--- config.mk ---
export PLATFORM = sky130hd
export DESIGN_NAME = ofcrc_top
export DESIGN_NICKNAME = d
export VERILOG_FILES = /design/src/ofcrc_pkg.sv /design/src/ofcrc_start_counter.sv /design/src/ofcrc_req_gate.sv /design/src/ofcrc_top.sv
export SDC_FILE = /design/constraint.sdc
export NUM_CORES = 1
export LEC_CHECK = 0
export BUFFER_PORTS_ARGS = -buffer_cell sky130_fd_sc_hd__buf_2
export CAP_MARGIN = 15
export CORE_ASPECT_RATIO = 1.75
export CORE_MARGIN = 1
export CORE_UTILIZATION = 42
export CTS_BUF_LIST = sky130_fd_sc_hd__clkbuf_4 sky130_fd_sc_hd__clkbuf_8 sky130_fd_sc_hd__clkbuf_16
export CTS_CLUSTER_DIAMETER = 200
export DETAILED_ROUTE_END_ITERATION = 8
export MAX_ROUTING_LAYER = met4
export PLACE_DENSITY = 0.75
export SYNTH_ARGS = -nofsm -noshare
export SYNTH_HDL_FRONTEND = slang
export SYNTH_SLANG_ARGS = --single-unit
export TNS_END_PERCENT = 5
--- constraint.sdc ---
create_clock -name ref_clk_i -period 1.6 [get_ports ref_clk_i]
set_input_delay 0.16 -clock ref_clk_i [delete_from_list [all_inputs] [get_ports ref_clk_i]]
set_output_delay 0.16 -clock ref_clk_i [all_outputs]
set_load 0.02 [all_outputs]
--- src/ofcrc_pkg.sv ---
// Package with register map, field layout and timing constants for the clock fault block
package ofcrc_pkg;
  localparam int unsigned REG_W          = 16;
  localparam int unsigned ADDR_W         = 4;
  // Byte offsets on the register bus
  localparam logic [ADDR_W-1:0] FAULT_OFFS   = 4'h0;
  localparam logic [ADDR_W-1:0] REQEN_OFFS   = 4'h4;
  localparam logic [ADDR_W-1:0] STATUS_OFFS  = 4'h8;
  // Fault register fields
  localparam int unsigned OSC_ONE_FLAG_BIT  = 0;
  localparam int unsigned OSC_TWO_FLAG_BIT  = 1;
  localparam int unsigned OSC_ONE_CNTEN_BIT = 6;
  localparam int unsigned OSC_TWO_CNTEN_BIT = 7;
  localparam logic [REG_W-1:0] FAULT_RW_MASK = 16'h00c3;
  localparam logic [REG_W-1:0] FAULT_RESET   = 16'h00c1;
  // Request enable register fields: aux, main, sub-main, module clock
  localparam int unsigned NUM_CLK        = 4;
  localparam logic [REG_W-1:0] REQEN_RW_MASK = 16'h000f;
  localparam logic [REG_W-1:0] REQEN_RESET   = 16'h0007;
  // Status register fields
  localparam int unsigned STAT_COMB_BIT  = 0;
  localparam int unsigned STAT_COND1_BIT = 1;
  localparam int unsigned STAT_COND2_BIT = 2;
  localparam int unsigned STAT_CLK_LSB   = 4;
  // Startup fault counter: stable run of oscillator cycles
  localparam int unsigned START_RUN_CYCLES = 1024;
  localparam int unsigned START_CNT_W      = 11;
endpackage

--- src/ofcrc_start_counter.sv ---
// Startup fault counter for one oscillator
`timescale 1ns/100ps
module ofcrc_start_counter
  import ofcrc_pkg::*;
#(
  parameter int unsigned RUN_CYCLES = START_RUN_CYCLES
)
(
  input  wire logic ref_clk_i,
  input  wire logic rst_b_i,
  input  wire logic enable_i,
  input  wire logic osc_tick_i,
  input  wire logic osc_lost_i,
  output logic      fault_o
);
  localparam logic [START_CNT_W-1:0] RUN_LAST = START_CNT_W'(RUN_CYCLES);

  logic [START_CNT_W-1:0] count_q;
  logic [START_CNT_W-1:0] count_d;

  always_comb
  begin
    count_d = count_q;
    if (!enable_i || osc_lost_i)
    begin
      count_d = '0;
    end
    // Count ticks up to stable run
    else if (osc_tick_i && count_q != RUN_LAST)
    begin
      count_d = count_q + START_CNT_W'(1);
    end
  end

  always_ff @(posedge ref_clk_i)
  begin
    if (!rst_b_i)
    begin
      count_q <= '0;
    end
    else
    begin
      count_q <= count_d;
    end
  end

  assign fault_o = enable_i && (count_q != RUN_LAST);
endmodule

--- src/ofcrc_req_gate.sv ---
// Gating of conditional clock requests by their enable bits
`timescale 1ns/100ps
module ofcrc_req_gate
  import ofcrc_pkg::*;
#(
  parameter int unsigned N = NUM_CLK
)
(
  input  wire logic         ref_clk_i,
  input  wire logic         rst_b_i,
  input  wire logic [N-1:0] enable_i,
  input  wire logic [N-1:0] request_i,
  output logic      [N-1:0] request_o
);
  logic [N-1:0] req_q;
  logic [N-1:0] req_d;

  genvar g;
  generate
    for (g = 0; g < N; g++)
    begin : gate
      assign req_d[g] = request_i[g] & enable_i[g];
    end
  endgenerate

  always_ff @(posedge ref_clk_i)
  begin
    if (!rst_b_i)
    begin
      req_q <= '0;
    end
    else
    begin
      req_q <= req_d;
    end
  end

  assign request_o = req_q;
endmodule

--- src/ofcrc_top.sv ---
// Oscillator fault flags and clock request enables behind a Wishbone slave
//
// Overview of operation
// - Unused bits of both registers read zero and ignore writes.
// - Fault bit 7 enables second oscillator startup counter, resets to one.
// - Fault bit 6 enables first oscillator startup counter, resets to one.
// - Cleared counter enable stops its counter and holds count at zero.
// - Fault bit 1 resets zero, set while second oscillator faults.
// - Either oscillator fault flag set also sets combined interrupt flag.
// - Software clears second flag by writing zero; persistent fault sets again.
// - Without second oscillator its flag is read-only zero.
// - Fault bit 0 resets to one, set on first oscillator fault.
// - Software clears first flag; persistent fault sets it again at once.
// - Fault flags are sticky until software clears them.
// - Request bit 3 resets zero, enables module clock requests.
// - Request bit 2 resets one, enables sub-main clock requests.
// - Request bit 1 resets one, enables main clock requests.
// - Request bit 0 resets one, enables auxiliary clock requests.
// - Cleared request enable makes that clock ignore module requests.
`timescale 1ns/100ps
module ofcrc_top
  import ofcrc_pkg::*;
#(
  parameter bit          HAS_OSC_TWO = 1'b1,
  parameter int unsigned RUN_CYCLES  = START_RUN_CYCLES
)
(
  input  wire logic               ref_clk_i,
  input  wire logic               rst_b_i,
  // Wishbone classic slave
  input  wire logic               wb_cyc_i,
  input  wire logic               wb_stb_i,
  input  wire logic               wb_we_i,
  input  wire logic [ADDR_W-1:0]  wb_adr_i,
  input  wire logic [3:0]         wb_sel_i,
  input  wire logic [31:0]        wb_dat_i,
  output logic      [31:0]        wb_dat_o,
  output logic                    wb_ack_o,
  output logic                    wb_err_o,
  // Oscillator fault sources
  input  wire logic               osc_one_tick_i,
  input  wire logic               osc_one_lost_i,
  input  wire logic               osc_two_tick_i,
  input  wire logic               osc_two_lost_i,
  // Conditional module requests, bit order aux, main, sub-main, module
  input  wire logic [NUM_CLK-1:0] clk_request_i,
  output logic      [NUM_CLK-1:0] clk_request_o,
  output logic                    combined_osc_fault_irq_flag_o
);
  logic               osc_one_start_counter_enable_q;
  logic               osc_one_start_counter_enable_d;
  logic               osc_two_start_counter_enable_q;
  logic               osc_two_start_counter_enable_d;
  logic               osc_one_fault_flag_q;
  logic               osc_one_fault_flag_d;
  logic               osc_two_fault_flag_q;
  logic               osc_two_fault_flag_d;
  logic [NUM_CLK-1:0] req_en_q;
  logic [NUM_CLK-1:0] req_en_d;
  logic               comb_flag_q;
  logic               comb_flag_d;
  logic               ack_q;
  logic               ack_d;
  logic               err_q;
  logic               err_d;
  logic [31:0]        rdata_q;
  logic [31:0]        rdata_d;
  logic               cnt_one_fault;
  logic               cnt_two_fault;
  logic               cond_one;
  logic               cond_two;
  logic               req_phase;
  logic               wr_fault;
  logic               wr_reqen;
  logic               wr_low_byte;
  logic [REG_W-1:0]   fault_view;
  logic [REG_W-1:0]   reqen_view;
  logic [REG_W-1:0]   status_view;

  function automatic logic addr_hit(input logic [ADDR_W-1:0] a, input logic [ADDR_W-1:0] o);
    return a == o;
  endfunction

  ofcrc_start_counter #(
    .RUN_CYCLES (RUN_CYCLES)
  ) u_cnt_one (
    .ref_clk_i  (ref_clk_i),
    .rst_b_i    (rst_b_i),
    .enable_i   (osc_one_start_counter_enable_q),
    .osc_tick_i (osc_one_tick_i),
    .osc_lost_i (osc_one_lost_i),
    .fault_o    (cnt_one_fault)
  );

  ofcrc_start_counter #(
    .RUN_CYCLES (RUN_CYCLES)
  ) u_cnt_two (
    .ref_clk_i  (ref_clk_i),
    .rst_b_i    (rst_b_i),
    .enable_i   (osc_two_start_counter_enable_q),
    .osc_tick_i (osc_two_tick_i),
    .osc_lost_i (osc_two_lost_i),
    .fault_o    (cnt_two_fault)
  );

  ofcrc_req_gate #(
    .N (NUM_CLK)
  ) u_gate (
    .ref_clk_i (ref_clk_i),
    .rst_b_i   (rst_b_i),
    .enable_i  (req_en_q),
    .request_i (clk_request_i),
    .request_o (clk_request_o)
  );

  // Fault condition: lost clock or startup not yet stable
  assign cond_one = osc_one_lost_i | cnt_one_fault;
  assign cond_two = HAS_OSC_TWO & (osc_two_lost_i | cnt_two_fault);

  // One access per request; ack drops the cycle after it was given
  assign req_phase   = wb_cyc_i & wb_stb_i & ~ack_q & ~err_q;
  // Write lands at the edge where the master samples ack
  assign wr_low_byte = wb_cyc_i & wb_stb_i & ack_q & wb_we_i & wb_sel_i[0];
  assign wr_fault    = wr_low_byte & addr_hit(wb_adr_i, FAULT_OFFS);
  assign wr_reqen    = wr_low_byte & addr_hit(wb_adr_i, REQEN_OFFS);

  always_comb
  begin
    fault_view = '0;
    fault_view[OSC_ONE_CNTEN_BIT] = osc_one_start_counter_enable_q;
    fault_view[OSC_TWO_CNTEN_BIT] = osc_two_start_counter_enable_q;
    fault_view[OSC_ONE_FLAG_BIT]  = osc_one_fault_flag_q;
    fault_view[OSC_TWO_FLAG_BIT]  = osc_two_fault_flag_q;
    reqen_view = '0;
    reqen_view[NUM_CLK-1:0] = req_en_q;
    status_view = '0;
    status_view[STAT_COMB_BIT]  = comb_flag_q;
    status_view[STAT_COND1_BIT] = cond_one;
    status_view[STAT_COND2_BIT] = cond_two;
    status_view[STAT_CLK_LSB +: NUM_CLK] = clk_request_o;
  end

  always_comb
  begin
    osc_one_start_counter_enable_d = osc_one_start_counter_enable_q;
    osc_two_start_counter_enable_d = osc_two_start_counter_enable_q;
    osc_one_fault_flag_d           = osc_one_fault_flag_q;
    osc_two_fault_flag_d           = osc_two_fault_flag_q;
    req_en_d                       = req_en_q;
    if (wr_fault)
    begin
      osc_one_start_counter_enable_d = wb_dat_i[OSC_ONE_CNTEN_BIT];
      osc_two_start_counter_enable_d = wb_dat_i[OSC_TWO_CNTEN_BIT];
      osc_one_fault_flag_d = wb_dat_i[OSC_ONE_FLAG_BIT];
      osc_two_fault_flag_d = wb_dat_i[OSC_TWO_FLAG_BIT];
    end
    if (wr_reqen)
    begin
      req_en_d = wb_dat_i[NUM_CLK-1:0];
    end
    if (cond_one)
    begin
      osc_one_fault_flag_d = 1'b1;
    end
    if (cond_two)
    begin
      osc_two_fault_flag_d = 1'b1;
    end
    if (!HAS_OSC_TWO)
    begin
      osc_two_fault_flag_d = 1'b0;
    end
  end

  // Set again while any flag set
  assign comb_flag_d = osc_one_fault_flag_d | osc_two_fault_flag_d;

  always_comb
  begin
    ack_d   = 1'b0;
    err_d   = 1'b0;
    rdata_d = '0;
    if (req_phase)
    begin
      unique case (1'b1)
        addr_hit(wb_adr_i, FAULT_OFFS):
        begin
          ack_d   = 1'b1;
          rdata_d = {16'h0000, fault_view};
        end
        addr_hit(wb_adr_i, REQEN_OFFS):
        begin
          ack_d   = 1'b1;
          rdata_d = {16'h0000, reqen_view};
        end
        addr_hit(wb_adr_i, STATUS_OFFS):
        begin
          ack_d   = 1'b1;
          rdata_d = {16'h0000, status_view};
        end
        default:
        begin
          err_d = 1'b1;
        end
      endcase
    end
  end

  always_ff @(posedge ref_clk_i)
  begin
    if (!rst_b_i)
    begin
      osc_two_start_counter_enable_q <= FAULT_RESET[OSC_TWO_CNTEN_BIT];
      osc_one_start_counter_enable_q <= FAULT_RESET[OSC_ONE_CNTEN_BIT];
      osc_one_fault_flag_q           <= FAULT_RESET[OSC_ONE_FLAG_BIT];
      osc_two_fault_flag_q           <= FAULT_RESET[OSC_TWO_FLAG_BIT];
      // Sub-main, main, aux reset to one
      req_en_q                       <= REQEN_RESET[NUM_CLK-1:0];
      comb_flag_q                    <= FAULT_RESET[OSC_ONE_FLAG_BIT];
      ack_q                          <= 1'b0;
      err_q                          <= 1'b0;
      rdata_q                        <= '0;
    end
    else
    begin
      osc_two_start_counter_enable_q <= osc_two_start_counter_enable_d;
      osc_one_start_counter_enable_q <= osc_one_start_counter_enable_d;
      osc_one_fault_flag_q           <= osc_one_fault_flag_d;
      osc_two_fault_flag_q           <= osc_two_fault_flag_d;
      req_en_q                       <= req_en_d;
      comb_flag_q                    <= comb_flag_d;
      ack_q                          <= ack_d;
      err_q                          <= err_d;
      rdata_q                        <= rdata_d;
    end
  end

  assign wb_ack_o = ack_q;
  assign wb_err_o = err_q;
  assign wb_dat_o = rdata_q;
  assign combined_osc_fault_irq_flag_o = comb_flag_q;
endmodule

==> impl_metrics.env <==
export IMPL_fin_util_pct=53.81
export IMPL_layout_worst_path_cycle_share_pct=107.4
export IMPL_wl_per_cell_um=12.59
export IMPL_yosysTopAreaCellShare_pct=42.91
export IMPL_rows=33
export IMPL_place_hpwl_mm=3.218
export IMPL_grt_pass1_vias=1677
export IMPL_clkSinkCount=45
export IMPL_clk_pin_slew_ns=0.09
export IMPL_ios=92
export IMPL_setup_viol=2
export IMPL_drv_slew=0
export IMPL_grt_ovfl_total=0
export IMPL_nFillCells=447
export IMPL_synth_seq_cells=45
export IMPL_hp_class="in -> reg"
export IMPL_worst_ep_required_time_ns=1.79
export IMPL_grt_pass1_wl_mm=7.093
export IMPL_path_depth=5
export IMPL_vias_per_cell=5.116
export IMPL_power_leakage_nw=1.162
export IMPL_postSynth_asyncResetShare_pct=0
export IMPL_stdcell_count=336
export IMPL_intPower_mw=1.504
export IMPL_diodes=0
export IMPL_p_clk_share_pct=35.5
export IMPL_netlist_area_um2=2100
export IMPL_seq_area_frac_synth_pct=42.91
export IMPL_start_kind="register"
export IMPL_worstPathMaxFanout=2
export IMPL_gp_congestion=0.7931
export IMPL_yosysTopAreaCell="dfxtp_1"
export IMPL_p_comb_share_pct=8.9
export IMPL_setup_tns_final_ns=-0.1738
export IMPL_crit_path_end_kind="register"
export IMPL_clkLatencyLatePin_ns=0.30
export IMPL_ant_nets=0
export IMPL_switching_power_uw=539.3
export IMPL_setup_worst_path_class="reg -> reg"
export IMPL_start_util_pct=44.22
export IMPL_status="complete, but fails checks"
export IMPL_htree_levels=2
export IMPL_rsz0062_at_grt="yes"
export IMPL_reg2reg_to="combined_osc_fault_irq_flag_o"
export IMPL_vdd_drop_max_mv=0.6463
export IMPL_crit_path_end="combined_osc_fault_irq_flag_o"
export IMPL_port_buffers=38
export IMPL_yosysWarnings=0
export IMPL_final_common_cell="dfxtp_1"
export IMPL_yosysUniqueCellTypes=40
export IMPL_cts_buffer_depth=2
export IMPL_switching_share_pct=26.40
export IMPL_cts_made_buffers=5
export IMPL_hold_buffers=0
export IMPL_syn2layout_area_growth_pct=21.69
export IMPL_fmax_ghz=0.5821
export IMPL_maxCapViolCount=0
export IMPL_rrSetupSlack_ns=-0.12
export IMPL_powerDensity_nw_per_um2=799.7
export IMPL_ff2ff_path_depth=5
export IMPL_drc=0
export IMPL_r2r_start="u_cnt_one.count_q[2]"
export IMPL_avgSynthCellArea_um2=9.457
export IMPL_nNetsFinal=340
export IMPL_grt_usage_pct=17.71
export IMPL_drive_above_1_share_pct=29.93
export IMPL_synth_ff_type="dfxtp_1"
export IMPL_worst_path_buf_inv=1
export IMPL_final_cell_mix="42 x dfxtp_1, 38 x buf_2, 24 x nor2_1, 24 x conb_1, 20 x buf_4"
export IMPL_antenna_found_initial=0
export IMPL_p_seq_share_pct=55.6
export IMPL_synth_edff_count=0
export IMPL_die_y_um=95.53
export IMPL_syn_instance_count=222
export IMPL_clock_skew_ns=0.01063
export IMPL_slowest_delay_ns=0.54
export IMPL_hold_viol_final=0
export IMPL_die_w_um=55.45
export IMPL_first_iter_violations=65
export IMPL_firstDrtPassIters=4
export IMPL_critPathTopFamily="simple AND/OR/NAND/NOR gates"
export IMPL_num_vias=1719
export IMPL_core_um2=4748
export IMPL_startpoint="u_cnt_one.count_q[2]"
export IMPL_post_place_cells=328
export IMPL_fin_crit_ns=1.718
export IMPL_setup_ws_ns=-0.1180
export IMPL_crit_slowest_cell="or4b_4"
export IMPL_dp_slack_ns=-0.1051
export IMPL_failed_checks="negative setup slack"
export IMPL_worstPathCellList="nor4_2 > buf_4 > a31oi_1 > or4b_4 > nand3b_4"
export IMPL_die_area_um2=5297
export IMPL_grt_max_degree=17
export IMPL_ys_top_cells_by_area="dfxtp_1 43%, buf_4 8.6%, mux2i_1 4.3%"
export IMPL_cp_arrival_ns=1.91
export IMPL_cts_tree="done"
export IMPL_clockRootBuffer="clkbuf_8"
export IMPL_wirelength_mm=4.230
through the flow:
step	cell area (µm²)	hold WS (ns)	power, mW
after global placement	2424	0.3876	1.336
after global routing	2555	0.06950	2.133
after floorplan	2210	0.2626	1.315
after CTS	2532	0.07009	2.070
after detailed placement	2424	0.3953	1.338
final	2555	0.08094	2.043
per-layer routing:
| layer | share of wire (%) | track usage [%] |
|---|---|---|
| met5 | 0 | - |
| met1 | 38 | 17.03 |
| met4 | 3.5 | 11.67 |
| met2 | 54 | 31.83 |
| met3 | 4.4 | 3.664 |
power by group through the flow:
stage	sequential [mW]	clock, mW	combinational, mW
finish	1.14	0.725	0.182
global route	1.14	0.797	0.198
CTS	1.14	0.754	0.179
detailed placement	1.16	0	0.176
global placement	1.16	0	0.174
floorplan	1.17	0	0.145
repair_timing:
action,in CTS,in global routing
setup buffers,0,0
pin swaps,1,5
gates resized for setup,4,7
endpoints found under the setup margin,4,10
kinds of logic (layout without fill, tap and decap cells):
logic type | after synthesis | in the layout | share of synthesized area [%]
AO/OA/AOI/OAI | 24 | 24 | 7.748
XOR/XNOR | 17 | 17 | 7.092
adder cells (fa/ha/maj) | 4 | 4 | 2.384
buffers and inverters | 38 | 77 | 11.08
flip-flops | 45 | 45 | 42.91
multiplexers | 9 | 9 | 4.291
other | 1 | 24 | 0.1786
AND/OR/NAND/NOR | 84 | 84 | 24.32
synth_stat cells, drive strengths merged, types with 2 or more instances:
library cell and number:
and3 10, inv 11, ha 4, mux2i 9, xor2 10, nand3 7, or3 3, nand4 6
buf 24, nand2 9, a21oi 6, nor4 3, clkbuf 3, dfxtp 45, nor4b 2, xnor2 7
a31oi 3, nor3 4, a22oi 4, nor2 24, or4b 2, nand2b 2, nand3b 3, and4 4
o311ai 3, o21ai 4
tightest hold or removal path, stage by stage:
cell and delay [ns]:
buf_2 0.09, mux2i_1 0.06, nand2_1 0.06
state kept, by name (all words and copies together) (netlist names):
signal and cells:
wb_ack_o 1, osc_one_start_counter_enable_q 1, u_cnt_two.count_q 11, combined_osc_fault_irq_flag_o 1, wb_err_o 1, osc_two_fault_flag_q 1, osc_one_fault_flag_q 1, u_gate.request_o 4
osc_two_start_counter_enable_q 1, u_cnt_one.count_q 11, req_en_q 4, wb_dat_o 8
layout make-up:
class | instances | area (µm²) | share of cell area, %
tap | 52 | 65.06 | 2.547
clock inverter | 3 | 25.02 | 0.9794
sequential | 45 | 904.6 | 35.41
multi-input combinational | 162 | 1110 | 43.44
clock buffer | 5 | 68.82 | 2.693
timing repair buffer | 58 | 340.3 | 13.32
inverter | 11 | 41.29 | 1.616
how the worst min path moves through the flow:
stage	startpoint	end	cells past startpoint
after floorplan	osc_two_lost_i	combined_osc_fault_irq_flag_o	2
after CTS	wb_dat_i[2]	req_en_q[2]	3
final	wb_dat_i[2]	req_en_q[2]	3
after global placement	wb_dat_i[7]	osc_two_start_counter_enable_q	3
after detailed placement	wb_dat_i[2]	req_en_q[2]	3
after global routing	rst_b_i	req_en_q[2]	2
(Power assumes the default switching activity.)
